===== src/ppio_pkg.sv =====
// Package for the logic-array port I/O control block.
// Assumes one 250 MHz clock shared by the core register port and the block.
package ppio_pkg;

    // ------------------------------------------------------------
    // Port geometry
    // ------------------------------------------------------------
    localparam int unsigned NPORT = 4;
    localparam int unsigned PORT_D = 3;

    // Pins that exist per port, index 0..3 = A, B, C, D
    localparam logic [3:0][7:0] PORT_PIN_MASK = {8'h06, 8'h9C, 8'hFF, 8'hFF};

    // ------------------------------------------------------------
    // Register offsets (register port address space)
    // ------------------------------------------------------------
    localparam logic [7:0] OFF_DATA_IN    = 8'h00; // + port index
    localparam logic [7:0] OFF_DATA_OUT   = 8'h04; // + port index
    localparam logic [7:0] OFF_DIR        = 8'h12; // + port index
    localparam logic [7:0] OFF_DIR_D      = 8'h15; // port_d_direction
    localparam logic [7:0] OFF_PMMR_FIRST = 8'hB0; // power_mgmt_reg_first
    localparam logic [7:0] OFF_PMMR_THIRD = 8'hB4; // power_mgmt_reg_third

    // ------------------------------------------------------------
    // Field positions and writable masks
    // ------------------------------------------------------------
    localparam int unsigned TURBO_BIT    = 3; // first reg
    localparam int unsigned BLK_ALE_BIT  = 1; // first reg
    localparam int unsigned BLK_RD_BIT   = 3; // third reg
    localparam int unsigned BLK_WR_BIT   = 4; // third reg
    localparam int unsigned BLK_PROGRAM_STORE_STROBE_BIT = 5; // third reg
    localparam logic [7:0] PMMR_FIRST_MASK = 8'h0A;
    localparam logic [7:0] PMMR_THIRD_MASK = 8'h38;

    // ------------------------------------------------------------
    // Reset values
    // ------------------------------------------------------------
    localparam logic [7:0] DIR_RESET      = 8'h00;
    localparam logic [7:0] DATA_OUT_RESET = 8'h00;
    localparam logic [7:0] PMMR_RESET     = 8'h00;

    // ------------------------------------------------------------
    // Timing
    // ------------------------------------------------------------
    localparam int unsigned CLK_PERIOD_NS = 4;
    localparam int unsigned STANDBY_NS    = 70;
    localparam logic [4:0] STANDBY_CYC =
        5'((STANDBY_NS + CLK_PERIOD_NS - 1) / CLK_PERIOD_NS);

    // ------------------------------------------------------------
    // Carriers
    // ------------------------------------------------------------
    typedef struct packed {
        logic rd;
        logic wr;
        logic program_store_strobe; // program_store_strobe
        logic ale;
    } ppio_strobe_t;

    typedef struct packed {
        logic       wr;
        logic       rd;
        logic [7:0] addr;
        logic [7:0] wdata;
    } ppio_reg_req_t;

    typedef struct packed {
        logic [15:0]  addr;
        ppio_strobe_t strobe;
        logic         coreReset;
        logic         autoPowerdown;
        logic [7:0]   portA;
        logic [7:0]   portB;
        logic [3:0]   portC;      // pins 7,4,3,2
        logic [1:0]   portD;      // pins 2,1
        logic [7:0]   pageBits;
        logic [7:0]   fbAb;
        logic [7:0]   fbBc;
        logic         flashReady;
    } ppio_array_in_t;

endpackage


===== src/ppio_port_io_control.sv =====
// Port pin glue between the board pins and both logic arrays.
// Assumes the arrays and their config live outside; core reaches
// registers through a one-cycle read/write register port.
//
// Operation
// - Bit 3 of first power register set turns turbo off, allowing standby.
// - Turbo off: arrays go standby after all inputs steady about 70 ns.
// - Turbo bit resets to zero, turbo on by default.
// - Four bits in first and third power registers block core strobes.
// - Arrays see address, strobes, resets, ports, pages, feedback, ready bit.
// - Ports A, B, C enter through input macrocells; port D goes direct.
// - Ports A-C driven by output macrocells; port D by decode chip selects.
// - Array output pins are unavailable for core-controlled I/O; the direction bit still enables their drive here.
// - Array input pins stay readable; direction bit still acts on them.
// - Data-out writes do not reach array output pins.
// - Pin output enable is array enable OR direction bit.
// - Directions reset to 00h; array enable can still drive the pin.
// - Port D direction at 15h: bits 1 and 2 only, one means output.
`timescale 1ns/1ns

module ppio_port_io_control (
    input  wire logic                    sys_clk,       // 250 MHz clock
    input  wire logic                    reset_n,       // sync reset
    input  wire ppio_pkg::ppio_reg_req_t regReq,        // register access
    output logic [7:0]                   regRdData,     // read data, +1 cycle
    input  wire logic [15:0]             cpuAddr,       // core address
    input  wire ppio_pkg::ppio_strobe_t  cpuStrobe,     // core strobes, high = active
    input  wire logic                    coreReset,     // core reset
    input  wire logic                    autoPowerdown, // auto_powerdown_signal
    input  wire logic [7:0]              pageBits,      // page_bits
    input  wire logic [7:0]              mcellFbAb,     // macrocell_bank_ab_feedback
    input  wire logic [7:0]              mcellFbBc,     // macrocell_bank_bc_feedback
    input  wire logic                    flashReady,    // flash ready/busy
    input  wire logic [3:0][7:0]         pldOutSel,     // pin is array output
    input  wire logic [3:0][7:0]         arrayPinOut,   // array pin levels
    input  wire logic [3:0][7:0]         arrayPinOe,    // array enable terms
    input  wire logic [3:0][7:0]         pinIn,         // board pin levels
    output logic [3:0][7:0]              pinOut,        // pin drive level
    output logic [3:0][7:0]              pinOe,         // pin drive enable
    output ppio_pkg::ppio_array_in_t     arrayIn,       // array input bus
    output logic                         arrayStandby   // arrays in standby
);
    import ppio_pkg::*;

    // ------------------------------------------------------------
    // Pin input synchronisers
    // ------------------------------------------------------------
    logic [3:0][7:0] pinStable_q;

    // One filter per port, so the agreement rule lives in one place
    // and every port sees the same latency
    for (genvar p = 0; p < NPORT; p++) begin : g_pin_filter
        ppio_pin_filter #(
            .WIDTH(8)
        ) i_ppio_pin_filter (
            .sys_clk  (sys_clk),
            .reset_n  (reset_n),
            .pinRaw   (pinIn[p]),
            .pinClean (pinStable_q[p])
        );
    end

    // ------------------------------------------------------------
    // Register file
    // ------------------------------------------------------------
    logic [3:0][7:0] dir_q;
    logic [3:0][7:0] dir_d;
    logic [3:0][7:0] dataOut_q;
    logic [3:0][7:0] dataOut_d;
    logic [7:0]      pmFirst_q;
    logic [7:0]      pmFirst_d;
    logic [7:0]      pmThird_q;
    logic [7:0]      pmThird_d;
    logic [7:0]      rdData_q;
    logic [7:0]      rdData_d;

    always_comb begin
        dir_d     = dir_q;
        dataOut_d = dataOut_q;
        pmFirst_d = pmFirst_q;
        pmThird_d = pmThird_q;
        // Unmapped reads return zero, so software never sees stale data
        rdData_d  = 8'h00;
        for (int p = 0; p < NPORT; p++) begin
            // Port D keeps only bits 1 and 2 of its direction
            if (regReq.wr && regReq.addr == OFF_DIR + 8'(p)) begin
                dir_d[p] = regReq.wdata & PORT_PIN_MASK[p];
            end
            // Stored even for array output pins; never reaches them
            if (regReq.wr && regReq.addr == OFF_DATA_OUT + 8'(p)) begin
                dataOut_d[p] = regReq.wdata & PORT_PIN_MASK[p];
            end
            if (regReq.rd && regReq.addr == OFF_DATA_IN + 8'(p)) begin
                rdData_d = pinStable_q[p] & PORT_PIN_MASK[p];
            end
            if (regReq.rd && regReq.addr == OFF_DATA_OUT + 8'(p)) begin
                rdData_d = dataOut_q[p];
            end
            if (regReq.rd && regReq.addr == OFF_DIR + 8'(p)) begin
                rdData_d = dir_q[p];
            end
        end
        if (regReq.wr && regReq.addr == OFF_PMMR_FIRST) begin
            pmFirst_d = regReq.wdata & PMMR_FIRST_MASK;
        end
        if (regReq.wr && regReq.addr == OFF_PMMR_THIRD) begin
            pmThird_d = regReq.wdata & PMMR_THIRD_MASK;
        end
        if (regReq.rd && regReq.addr == OFF_PMMR_FIRST) begin
            rdData_d = pmFirst_q;
        end
        if (regReq.rd && regReq.addr == OFF_PMMR_THIRD) begin
            rdData_d = pmThird_q;
        end
    end

    always_ff @(posedge sys_clk) begin
        if (!reset_n) begin
            dir_q     <= {NPORT{DIR_RESET}};
            dataOut_q <= {NPORT{DATA_OUT_RESET}};
            pmFirst_q <= PMMR_RESET;
            pmThird_q <= PMMR_RESET;
            rdData_q  <= 8'h00;
        end else begin
            dir_q     <= dir_d;
            dataOut_q <= dataOut_d;
            pmFirst_q <= pmFirst_d;
            pmThird_q <= pmThird_d;
            rdData_q  <= rdData_d;
        end
    end

    assign regRdData = rdData_q;

    // ------------------------------------------------------------
    // Pin drive
    // ------------------------------------------------------------
    logic [3:0][7:0] pinOut_q;
    logic [3:0][7:0] pinOut_d;
    logic [3:0][7:0] pinOe_q;
    logic [3:0][7:0] pinOe_d;
    logic [3:0][7:0] dirEff;

    always_comb begin
        // Direction held off during reset, array enable is not
        dirEff = reset_n ? dir_q : '0;
        for (int p = 0; p < NPORT; p++) begin
            // Array output pins ignore the data-out register
            pinOut_d[p] = (pldOutSel[p] & arrayPinOut[p])
                        | (~pldOutSel[p] & dataOut_q[p]);
            pinOe_d[p]  = (arrayPinOe[p] | dirEff[p])
                        & PORT_PIN_MASK[p];
        end
    end

    // Enable flop is left without reset so an active array enable
    // reaches the pin even while reset is held
    always_ff @(posedge sys_clk) begin
        pinOe_q <= pinOe_d;
        if (!reset_n) begin
            pinOut_q <= '0;
        end else begin
            pinOut_q <= pinOut_d;
        end
    end

    assign pinOut = pinOut_q;
    assign pinOe  = pinOe_q;

    // ------------------------------------------------------------
    // Input macrocells and array input bus
    // ------------------------------------------------------------
    logic [2:0][7:0]  imc_q;
    logic [2:0][7:0]  imc_d;
    ppio_array_in_t   arrayIn_q;
    ppio_array_in_t   arrayIn_d;

    always_comb begin
        for (int p = 0; p < PORT_D; p++) begin
            imc_d[p] = pinStable_q[p] & PORT_PIN_MASK[p];
        end
        arrayIn_d               = '0;
        arrayIn_d.addr          = cpuAddr;
        // Blocked strobe forced low so it cannot stir the arrays
        arrayIn_d.strobe.rd     = cpuStrobe.rd   & ~pmThird_q[BLK_RD_BIT];
        arrayIn_d.strobe.wr     = cpuStrobe.wr   & ~pmThird_q[BLK_WR_BIT];
        arrayIn_d.strobe.program_store_strobe   = cpuStrobe.program_store_strobe & ~pmThird_q[BLK_PROGRAM_STORE_STROBE_BIT];
        arrayIn_d.strobe.ale    = cpuStrobe.ale  & ~pmFirst_q[BLK_ALE_BIT];
        arrayIn_d.coreReset     = coreReset;
        arrayIn_d.autoPowerdown = autoPowerdown;
        arrayIn_d.portA         = imc_q[0];
        arrayIn_d.portB         = imc_q[1];
        arrayIn_d.portC         = {imc_q[2][7], imc_q[2][4:2]};
        // Port D bypasses the macrocell stage
        arrayIn_d.portD         = pinStable_q[PORT_D][2:1];
        arrayIn_d.pageBits      = pageBits;
        arrayIn_d.fbAb          = mcellFbAb;
        arrayIn_d.fbBc          = mcellFbBc;
        arrayIn_d.flashReady    = flashReady;
    end

    always_ff @(posedge sys_clk) begin
        if (!reset_n) begin
            imc_q     <= '0;
            arrayIn_q <= '0;
        end else begin
            imc_q     <= imc_d;
            arrayIn_q <= arrayIn_d;
        end
    end

    // Registered so the arrays and the standby detector see one
    // settled value per cycle
    assign arrayIn = arrayIn_q;

    // ------------------------------------------------------------
    // Automatic standby
    // ------------------------------------------------------------
    logic [4:0] idleCnt_q;
    logic [4:0] idleCnt_d;
    logic       standby_q;
    logic       standby_d;
    logic       turboOn;
    logic       inputsMoved;

    // Movement is judged behind the blocking gates, so a blocked
    // strobe that keeps toggling never restarts the count
    // Counter saturates so a long quiet spell cannot wrap it
    always_comb begin
        turboOn     = ~pmFirst_q[TURBO_BIT];
        inputsMoved = (arrayIn_d != arrayIn_q);
        if (turboOn || inputsMoved) begin
            idleCnt_d = 5'h00;
        end else if (idleCnt_q != STANDBY_CYC) begin
            idleCnt_d = idleCnt_q + 5'h01;
        end else begin
            idleCnt_d = idleCnt_q;
        end
        standby_d = (idleCnt_d == STANDBY_CYC);
    end

    always_ff @(posedge sys_clk) begin
        if (!reset_n) begin
            idleCnt_q <= 5'h00;
            standby_q <= 1'b0;
        end else begin
            idleCnt_q <= idleCnt_d;
            standby_q <= standby_d;
        end
    end

    assign arrayStandby = standby_q;

endmodule

// ------------------------------------------------------------
// Pin input filter
// ------------------------------------------------------------
// Four flops per pin. The accepted level only follows once
// stages two and three agree, so a first stage still settling
// or a one-cycle glitch never reaches the registers or arrays.
// Costs extra cycles of latency against a plain two-flop chain.
module ppio_pin_filter #(
    parameter int unsigned WIDTH = 8
) (
    input  wire logic             sys_clk,  // 250 MHz clock
    input  wire logic             reset_n,  // sync reset
    input  wire logic [WIDTH-1:0] pinRaw,   // asynchronous pin levels
    output logic [WIDTH-1:0]      pinClean  // accepted levels
);
    import ppio_pkg::*;

    logic [WIDTH-1:0] sync1_q;
    logic [WIDTH-1:0] sync2_q;
    logic [WIDTH-1:0] sync3_q;
    logic [WIDTH-1:0] stable_q;
    logic [WIDTH-1:0] stable_d;
    logic [WIDTH-1:0] agree;

    // Hold the last accepted level while the stages disagree
    always_comb begin
        agree    = ~(sync2_q ^ sync3_q);
        stable_d = (sync3_q & agree) | (stable_q & ~agree);
    end

    always_ff @(posedge sys_clk) begin
        if (!reset_n) begin
            sync1_q  <= '0;
            sync2_q  <= '0;
            sync3_q  <= '0;
            stable_q <= '0;
        end else begin
            sync1_q  <= pinRaw;
            sync2_q  <= sync1_q;
            sync3_q  <= sync2_q;
            stable_q <= stable_d;
        end
    end

    assign pinClean = stable_q;

endmodule


===== config.mk =====
export PLATFORM = sky130hd
export DESIGN_NAME = ppio_port_io_control
export DESIGN_NICKNAME = d
export VERILOG_FILES = /design/src/ppio_pkg.sv /design/src/ppio_port_io_control.sv
export SDC_FILE = /design/constraint.sdc
export NUM_CORES = 1
export LEC_CHECK = 0
export BUFFER_PORTS_ARGS = -buffer_cell sky130_fd_sc_hd__buf_2
export CAP_MARGIN = 30
export CORE_MARGIN = 2
export CORE_UTILIZATION = 45
export DETAILED_ROUTE_END_ITERATION = 6
export PLACE_DENSITY = 0.71
export SETUP_SLACK_MARGIN = 0.15
export SLEW_MARGIN = 0
export SYNTH_ARGS = -nofsm -noshare
export SYNTH_HDL_FRONTEND = slang
export SYNTH_HIERARCHICAL = 1
export SYNTH_SLANG_ARGS = --single-unit

===== constraint.sdc =====
create_clock -name sys_clk -period 2.5 [get_ports sys_clk]
set_input_delay 0.125 -clock sys_clk [delete_from_list [all_inputs] [get_ports sys_clk]]
set_output_delay 0.125 -clock sys_clk [all_outputs]
set_load 0.05 [all_outputs]

## Word level (Yosys, flattened, before mapping)

Index checks and enable logic that the tools add are counted.

| word-level totals | value |
|---|---|
| register bits | 334 |

| operators by class | value |
|---|---|
| $add $sub $neg | 1 |
| eq/ne operators | 16 |
| mux-type cells | 17 |
| bitwise operators | 54 |
| reductions and logical operators | 30 |

Operators by type and width:

| operator | number |
|---|---|
| $and 8x8->8 | 15 |
| $not 8->8 | 12 |
| $or 8x8->8 | 11 |
| $mux 8 | 9 |
| $ne 69x69->1 | 1 |
| $eq 8x3->1 const B | 4 |
| $eq 8x5->1 const B | 4 |
| $xor 8x8->8 | 4 |
| $mux 6 | 5 |
| $mux 27 | 1 |
| $logic_and 1x1->1 | 24 |
| $eq 8x2->1 const B | 2 |
| $eq 8x8->1 const B | 2 |
| $mux 5 | 2 |
| $reduce_or 9->1 | 1 |
| $and 8x3->8 | 1 |
| $eq 8x1->1 const B | 1 |
| $logic_not 8->1 | 1 |
| $not 1->1 | 6 |
| $reduce_or 6->1 | 1 |
| $add 5x1->5 const B | 1 |
| $eq 5x5->1 const B | 1 |
| $ne 5x5->1 const B | 1 |
| $and 1x1->1 | 4 |
| other kinds (4) | 4 |

## Longest topological paths before layout

Gate-level depths: netlist (run 1).

| logic depth | value |
|---|---|
| word-level depth | 16 |
| depth in mapped cells | 8 |
| mapped depth without buffers | 6 |

## Modules after synthesis

The synthesis (run 1) kept the hierarchy.

By module, submodules not included:

| module | instances | cells each | area an instance (um^2) | sequential area each (um^2) |
|---|---|---|---|---|
| ppio_port_io_control | 1 | 815 | 7977.7 | 4124.0 |
| ppio_pin_filter | 4 | 83 | 960.9 | 640.6 |

## Worst setup path before layout (run 1)

OpenSTA, ideal clock, no wires.

| path | value |
|---|---|
| path kind | reg2reg |
| start | register arrayIn_q (netlist bit arrayIn[7]) |
| end | register standby_q (netlist: arrayStandby) |
| library setup time | 0.103 ns |
| arrival | 2.090 ns |
| setup slack | 0.307 ns |
| cell stages (with the launch flop) | 8 |
| clock period less this slack | 2.193 ns |
| cell sequence | dfxtp_1 -> xnor2_1 -> nand4_1 -> nor4_1 -> nand4_1 -> or4_1 -> clkbuf_1 -> a2111oi_2 |

| on the way | value |
|---|---|
| word-level cells in the longest chain between the ends | 4 |

RTL lines:

| element | line | text |
|---|---|---|
| start, declared | ppio_port_io_control.sv:175 | `ppio_array_in_t arrayIn_q;` |
| start signal, assigned | ppio_port_io_control.sv:208 | `arrayIn_q <= arrayIn_d;` |
| $ne 69x69->1 | ppio_port_io_control.sv:231 | `inputsMoved = (arrayIn_d != arrayIn_q);` |
| $logic_or 1x1->1 | ppio_port_io_control.sv:232 | `if (turboOn \|\| inputsMoved) begin` |
| $mux 5 | ppio_port_io_control.sv:232 |  |
| $eq 5x5->1 | ppio_port_io_control.sv:239 | `standby_d = (idleCnt_d == STANDBY_CYC);` |
| end signal, assigned | ppio_port_io_control.sv:248 | `standby_q <= standby_d;` |
| end, declared | ppio_port_io_control.sv:221 | `logic standby_q;` |

No other way between the ends.
A chain may end at the register's enable or synchronous reset.

## Worst setup path after layout (run 1)

| path | value |
|---|---|
| start | register arrayIn_q (netlist bit arrayIn[31]) |
| end | register standby_q (netlist: arrayStandby) |

Same word-level chain as after synthesis.

==> results of run 1 <==
area by class of cell:
cell class                      count  area [µm²]
Fill cell                        1809        8150
Sequential cell                   294        5890
Multi-Input combinational cell    681        4420
Timing Repair Buffer              489        3330
Clock buffer                       43         870
Tap cell                          319         399
Clock inverter                     11         194
Inverter                           21        78.8
critical path: stages (launching register included):
cell and delay (ns):
dfxtp_1 0.32, xnor2_1 0.19, nand4_1 0.20, nor4_2 0.38, nand4_1 0.13, or4_4 0.61
a2111oi_2 0.20
registers in the layout (all words and copies together), names as in the netlist, named ones only:
register and count:
pinOe 22, idleCnt_q 5, pinOut 32, g_pin_filter.i_ppio_pin_filter/sync3_q 22
arrayIn_d 20, regRdData 8, g_pin_filter.i_ppio_pin_filter/sync1_q 22, dir_q 22
g_pin_filter.i_ppio_pin_filter/sync2_q 22, pmThird_q 3, dataOut_q 22, arrayStandby 1
arrayIn 69, pmFirst_q 2
per-layer routing:
layer | GRT usage [%] | share of wire (%) | up-vias | wire [µm]
li1 | - | - | 4464 | -
met1 | 29.6 | 42 | 4258 | 13300
met2 | 42.4 | 48 | 374 | 15400
met3 | 3.78 | 6.7 | 91 | 2140
met4 | 10.1 | 3.8 | 0 | 1200
met5 | 0 | 0 | - | 0
power breakdown:
part | total (mW) | switching [mW] | leakage, nW | internal, mW
Clock | 4.72 | 1.80 | 0.520 | 2.92
Combinational | 1.16 | 0.687 | 3.98 | 0.473
Sequential | 4.87 | 0.0608 | 2.41 | 4.81
Total | 10.8 | 2.54 | 6.90 | 8.21
how the worst min path moves through the flow:
stage,start,to,slack [ns]
after floorplan,arrayPinOe[0],pinOe[0],0.21
after global placement,arrayPinOe[6],pinOe[6],0.30
after detailed placement,arrayPinOe[1],pinOe[1],0.30
after CTS,reset_n,register,0.04
after global routing,reset_n,arrayIn_d[39],0.06
final,reset_n,register,0.07
metrics by stage:
step	hold WS, ns	setup WS, ns	cell area (µm²)
2_1_floorplan	0.211	0.307	10700
3_3_place_gp	0.296	0.219	12500
3_5_place_dp	0.300	0.187	12500
4_1_cts	0.0403	0.238	15200
5_1_grt	0.0571	0.208	15200
6_report	0.0727	0.357	15200
what timing repair did:
item / 4_1_cts / 5_1_grt
endpoints found under the hold margin: 164 / 0
gates resized for setup: 1 / 1
setup endpoints to repair: 1 / 1
hold buffers: 163 / 0
==> results.py, run 1 <==
metrics = {
    "place": {
        "dp_cells": 1641,
        "place_congestion": 0.943,
        "io_buffers": 306,
        "hpwl_um": 21300,
    },
    "sta": {
        "finalSetupViolations": 0,
        "hold_viol": 0,
        "finalCritPeriodShare_pct": 85.7,
        "rsz0062_at_grt": "false",
        "fmax_ghz": 0.467,
        "skew_ns": 0.0139,
        "max_slew.worst_pin.slew_ns": 0.602,
        "slew_headroom_pct": 59.8,
        "slew_violations": 0,
        "min_period_ns": 2.14,
        "tns_ns": 0,
    },
    "global_route": {
        "grt_max_degree": 101,
        "grt_usage_pct": 24.2,
        "grt_pass1_vias": 9011,
        "grt_antenna_before_repair": 0,
        "grt_pass1_wl_um": 47200,
        "grt-ovfl-total": 0,
    },
    "setup_path": {
        "rr_startpoint": "arrayIn[31]",
        "worst_setup_path_end_kind": "register",
        "cp-endpoint": "arrayStandby",
        "r2r_setup_slack_ns": 0.36,
        "worstPathArrival_ns": 2.59,
        "required_ns": 2.95,
        "cp-start-kind": "register",
        "critPathKind": "register to register",
        "worstSetupStartpoint": "arrayIn[31]",
        "ff2ff_path_depth": 6,
        "r2r_end": "arrayStandby",
        "critPathMaxFanout": 6,
    },
    "routing": {
        "wl_per_cell_um": 17.2,
        "drt_wl_total_um": 32000,
        "vias": 9187,
        "drt_iter0_drc": 486,
        "drt_first_pass_iters": 4,
        "drc_errors": 0,
        "ant_nets": 0,
        "vias_per_cell": 4.94,
    },
    "cells_and_area": {
        "antennaDiodeCount": 0,
        "area_growth_pct": 42.6,
        "fin_util_pct": 65.1,
        "mostFrequentLayoutCells": "305 x buf_2, 294 x dfxtp_1, 163 x dlygate4sd3_1",
        "nets": 1714,
        "mostFrequentLayoutCell": "buf_2",
        "drive_above_1_share_pct": 26.3,
        "layout.cells.non_filler": 1858,
    },
    "pwr": {
        "power.density_mw_per_mm2": 708,
        "total_power_mw": 10.8,
        "leakage_nw": 6.90,
        "peakVddDrop_uv": 441,
    },
    "logic_synthesis": {
        "netlist_area_mm2": 0.0106,
        "syn_area_per_cell_um2": 10.2,
        "ys_warn_count": 6,
        "postSynthCellCount": 1047,
    },
    "clocking": {
        "ctsRootBufferMaster": "clkbuf_16",
        "cts_max_level": 1,
        "cts_buffers": 30,
        "cts_buffer_depth": 3,
        "cts_sinks": 294,
        "cts.clk_slew.worst_paths_ns": 0.06,
        "clkLatencyLatePin_ns": 0.55,
        "cts_tree": "built",
        "cts_setup_buffers": 0,
    },
    "floorplan": {
        "die_area_mm2": 0.0249,
        "die-height_um": 158,
        "io_pins": 337,
        "rows": 56,
        "core_area_mm2": 0.0233,
        "die_w_um": 158,
        "start_util_pct": 45.6,
    },
    "flow_run": {
        "drv_cap": 0,
    },
    "worst_hold_path": {
        "hold_path_class": "primary input to register",
        "hold_depth": 3,
    },
    "run_status": {
        "outcome": "finished, final reports clean",
    },
}
Note: power is estimated with default switching activity, not from simulation.
==> run 2: changes to the inputs <==
- GPL_ROUTABILITY_DRIVEN: not set -> 0
- PLACE_DENSITY: 0.71 -> 0.73
==> run 2 against run 1 <==
  * Utilization is 0.39 points lower
  * Highest routed layer unchanged
  * Final area is 0.60% lower
  * Critical path depth stayed put
  * Power is 2.3% lower
  * Cell count is 0.38% lower
  * Setup slack worse by 0.014 ns
  * First-iteration DRC count is 84% higher
  * Flip-flop and latch count stayed put
  * Register-to-register slack hardly changed
==> results.py, run 2 (synthesis gave the netlist of run 1 again) <==
metrics = {
    "routing": {
        "vias": 9251,
        "ant_nets": 0,
        "drt_first_pass_iters": 7,
        "vias_per_cell": 5.00,
        "drc_errors": 0,
        "wl_per_cell_um": 16.9,
        "drt_iter0_drc": 896,
        "drt_wl_total_um": 31200,
    },
    "floorplan": {
        "die_area_mm2": 0.0249,
        "rows": 56,
        "die-height_um": 158,
        "core_area_mm2": 0.0233,
        "io_pins": 337,
        "die_w_um": 158,
        "start_util_pct": 45.6,
    },
    "setup_path": {
        "critPathMaxFanout": 6,
        "required_ns": 2.94,
        "worst_setup_path_end_kind": "register",
        "worstPathArrival_ns": 2.59,
        "critPathKind": "register to register",
        "cp-start-kind": "register",
    },
    "sta": {
        "finalCritPeriodShare_pct": 86.3,
        "slew_headroom_pct": 59.1,
        "slew_violations": 0,
        "skew_ns": 0.00747,
        "tns_ns": 0,
        "min_period_ns": 2.16,
        "finalSetupViolations": 0,
        "fmax_ghz": 0.464,
        "holdWs_ns": 0.0723,
        "max_slew.worst_pin.slew_ns": 0.608,
        "hold_viol": 0,
        "rsz0062_at_grt": "false",
    },
    "clocking": {
        "cts.clk_slew.worst_paths_ns": 0.06,
        "clkLatencyLatePin_ns": 0.54,
        "cts_max_level": 1,
        "cts_setup_buffers": 0,
        "ctsRootBufferMaster": "clkbuf_16",
        "cts_sinks": 294,
        "cts_buffer_depth": 3,
        "cts_tree": "built",
        "cts_buffers": 31,
    },
    "pwr": {
        "peakVddDrop_uv": 592,
        "p_seq_share_pct": 46.4,
        "total_power_mw": 10.5,
        "switching_power_mw": 2.49,
        "clockPowerShare_pct": 42.6,
        "p_sw_share_pct": 23.7,
        "power_frac_comb_pct": 11.0,
        "internal-power_mw": 8.02,
        "leakage_nw": 6.84,
        "power.density_mw_per_mm2": 696,
    },
    "place": {
        "io_buffers": 306,
        "hpwl_um": 20500,
        "placed_area_mm2": 0.0124,
        "dp_cells": 1636,
    },
    "cells_and_area": {
        "layout.cells.non_filler": 1851,
        "largest_register_ffs": 69,
        "mostFrequentLayoutCells": "305 x buf_2, 294 x dfxtp_1, 163 x dlygate4sd3_1",
        "mostFrequentLayoutCell": "buf_2",
        "stdcell_area_mm2": 0.0151,
        "drive_above_1_share_pct": 25.8,
        "nets": 1710,
        "area_growth_pct": 41.8,
    },
    "global_route": {
        "grt_pass1_vias": 9043,
        "grt_pass1_wl_um": 45900,
        "grt-ovfl-total": 0,
        "grt_usage_pct": 23.5,
        "grt_max_degree": 125,
        "grt_antenna_before_repair": 1,
    },
    "worst_hold_path": {
        "hold_path_class": "primary input to register",
    },
    "run_status": {
        "outcome": "finished, final reports clean",
    },
    "flow_run": {
        "drv_cap": 0,
    },
}
run 2: final timing paths:
check,slack (ns),cells after the start,from,endpoint
worst max-delay path,0.34,6,arrayIn[58],arrayStandby
worst min-delay path,0.07,2,regReq[8],regRdData[7]
worst max register to register,0.34,6,arrayIn[58],arrayStandby
worst min register to register,0.43,1,g_pin_filter[3].i_ppio_pin_filter/sync1_q[2],g_pin_filter[3].i_ppio_pin_filter/sync2_q[2]
run 2: area by class of cell:
class	count	area [µm²]
Multi-Input combinational cell	681	4420
Sequential cell	294	5890
Timing Repair Buffer	484	3300
Tap cell	319	399
Antenna cell	2	5.00
Clock inverter	6	108
Inverter	21	78.8
Clock buffer	44	885
Fill cell	1896	8240
run 2: power groups by stage:
| stage | registers (mW) | logic (mW) | clock network [mW] |
|---|---|---|---|
| 2_1_floorplan | 5.25 | 0.329 | 0 |
| 6_report | 4.87 | 1.15 | 4.48 |
| 4_1_cts | 4.87 | 1.13 | 4.58 |
| 5_1_grt | 4.88 | 1.22 | 4.76 |
| 3_3_place_gp | 4.97 | 0.922 | 0 |
| 3_5_place_dp | 4.97 | 0.930 | 0 |
run 2: metal layers:
layer / track usage [%] / up-vias / part of all wire [%]
li1: - / 4452 / -
met1: 27.7 / 4275 / 40
met2: 41.8 / 419 / 48
met3: 4.33 / 105 / 7.1
met4: 10.1 / 0 / 4.4
met5: 0 / - / 0
run 2: what timing repair did:
| item | in CTS | in global routing |
|---|---|---|
| hold buffers | 163 | 0 |
| resized for setup | 0 | 2 |
| setup endpoints to repair | 0 | 2 |
| endpoints found under the hold margin | 172 | 0 |
run 2: per-stage QoR:
stage | utilization, % | worst slack [ns]
final | 64.7 | 0.343
after global routing | 64.7 | 0.151
after CTS | 64.6 | 0.273
after detailed placement | 53.4 | 0.302
after global placement | 53.4 | 0.333
after floorplan | - | 0.307
run 2: critical path: stages (launching register included):
cell	delay, ns
dfxtp_1	0.33
xnor2_1	0.21
nand4_1	0.26
nor4_2	0.33
nand4_1	0.12
or4_4	0.60
a2111oi_2	0.21
==> run 3: changes to the inputs <==
- clock period: 2.5 -> 2.7 ns (I/O delays scaled with it)
==> run 3 against run 2 <==
  * Routed wire length is 0.26% higher
  * Count of clock-buffer cells in the layout down 1
  * Worst hold slack got worse by 0.047 ns
  * Clock power down 8.5%
  * Critical path depth stayed put
  * Critical endpoint unchanged
  * Largest cell class unchanged
  * Largest power group unchanged
==> results.py, run 3 (synthesis gave the netlist of run 1 again) <==
metrics = {
    "sta": {
        "finalCritPeriodShare_pct": 83.5,
        "slew_violations": 0,
        "rsz0062_at_grt": "false",
        "finalSetupViolations": 0,
        "fmax_ghz": 0.443,
        "tns_ns": 0,
        "min_period_ns": 2.25,
        "max_slew.worst_pin.slew_ns": 0.604,
        "slew_headroom_pct": 59.7,
        "hold_viol": 0,
        "skew_ns": 0.0107,
    },
    "setup_path": {
        "cp_slowest_cell": "or4_1",
        "ff2ff_path_depth": 6,
        "required_ns": 3.15,
        "critPathMaxFanout": 6,
        "worstPathCellList": "xnor2_1 -> nand4_1 -> nor4_1 -> nand4_1 -> or4_1 -> a2111oi_2",
        "critPathKind": "register to register",
        "worstSetupStartpoint": "arrayIn[31]",
        "r2r_setup_slack_ns": 0.45,
        "worstPathArrival_ns": 2.70,
        "rr_startpoint": "arrayIn[31]",
        "crit_top_cell": "nand4_1",
        "r2r_end": "arrayStandby",
        "cp-start-kind": "register",
        "cp-endpoint": "arrayStandby",
        "slowest_delay_ns": 0.68,
        "worst_setup_path_end_kind": "register",
    },
    "global_route": {
        "grt_antenna_before_repair": 0,
        "grt_pass1_vias": 8699,
        "grt_max_degree": 128,
        "grt-ovfl-total": 0,
        "grt_usage_pct": 23.5,
        "grt_pass1_wl_um": 45800,
    },
    "cells_and_area": {
        "seq_area_mm2": 0.00589,
        "layout.cells.non_filler": 1850,
        "antennaDiodeCount": 0,
        "largest_register_ffs": 69,
        "fill_cells": 1826,
        "area_growth_pct": 41.4,
        "mostFrequentLayoutCells": "305 x buf_2, 294 x dfxtp_1, 162 x dlygate4sd3_1",
        "multiInputGateArea_mm2": 0.00441,
        "stdcell_area_mm2": 0.0150,
        "mostFrequentLayoutCell": "buf_2",
        "nets": 1706,
        "drive_above_1_share_pct": 25.8,
    },
    "clocking": {
        "clkLatencyLatePin_ns": 0.55,
        "cts_setup_buffers": 0,
        "ctsRootBufferMaster": "clkbuf_16",
        "cts_sinks": 294,
        "cts_buffers": 30,
        "cts_max_level": 1,
        "cts_tree": "built",
        "cts.clk_slew.worst_paths_ns": 0.06,
        "cts_buffer_depth": 3,
    },
    "routing": {
        "drt_wl_total_um": 31300,
        "drt_first_pass_iters": 5,
        "drc_errors": 0,
        "vias_per_cell": 5.01,
        "vias": 9261,
        "drt_iter0_drc": 661,
        "wl_per_cell_um": 16.9,
        "ant_nets": 0,
    },
    "floorplan": {
        "core_area_mm2": 0.0233,
        "io_pins": 337,
        "rows": 56,
        "die-height_um": 158,
        "start_util_pct": 45.6,
        "die_area_mm2": 0.0249,
        "die_w_um": 158,
    },
    "pwr": {
        "leakage_nw": 6.83,
        "power.density_mw_per_mm2": 643,
        "total_power_mw": 9.67,
        "peakVddDrop_uv": 477,
    },
    "place": {
        "dp_cells": 1634,
        "placed_area_mm2": 0.0124,
        "io_buffers": 306,
        "hpwl_um": 20400,
    },
    "run_status": {
        "outcome": "finished, final reports clean",
    },
    "worst_hold_path": {
        "hold_path_class": "primary input to register",
    },
    "flow_run": {
        "drv_cap": 0,
    },
}
[run 3: layout make-up]
class,instances,share of cell area [%]
tap,319,2.65
sequential,294,39.1
clock inverter,11,0.815
timing repair buffer,481,21.8
multi-input combinational,681,29.3
clock buffer,43,5.78
inverter,21,0.524
[run 3: critical path, delay by kind of cell (launching register included)]
kind	cells	cell delay (ns)
AOI/OAI and AO/OA	1	0.24
and+or+nand+nor	4	1.40
xor gates and xnor gates	1	0.21
DFF	1	0.32
[run 3: power by group]
| group | internal [mW] | switching [mW] | leakage (nW) |
|---|---|---|---|
| sequential | 4.46 | 0.0540 | 2.41 |
| clock | 2.42 | 1.67 | 0.490 |
| combinational | 0.433 | 0.631 | 3.94 |
| total | 7.31 | 2.36 | 6.83 |
[run 3: worst min path at each step]
stage	startpoint	endpoint	slack, ns	cells past startpoint
3_3_place_gp	arrayPinOe[6]	pinOe[6]	0.31	2
5_1_grt	cpuStrobe[1]	arrayIn[50]	0.02	3
3_5_place_dp	arrayPinOe[26]	pinOe[26]	0.31	2
6_report	cpuStrobe[1]	arrayIn[50]	0.03	3
2_1_floorplan	arrayPinOe[0]	pinOe[0]	0.22	1
4_1_cts	cpuStrobe[1]	arrayIn[50]	0.005	3
[run 3: per-layer routing]
metal | share of wire, % | up-vias | GRT usage, % | routed length (µm)
met2 | 48 | 405 | 40.6 | 15000
met5 | 0 | - | 0 | 0
met3 | 7.5 | 75 | 4.16 | 2360
met1 | 41 | 4338 | 29.2 | 12800
met4 | 3.5 | 0 | 8.87 | 1090
li1 | - | 4443 | - | -
[run 3: timing repair]
| action | 4_1_cts | 5_1_grt |
|---|---|---|
| endpoints found under the hold margin | 160 | 0 |
| gates resized for setup | 0 | 0 |
| hold buffers | 162 | 0 |
[run 3: metrics by stage]
step                worst slack [ns]  utilization [%]  hold slack, ns
floorplan                      0.507                -           0.221
global placement               0.505             53.3           0.306
detailed placement             0.466             53.3           0.308
CTS                            0.439             64.5         0.00517
global route                   0.269             64.5          0.0176
finish                         0.445             64.5          0.0254
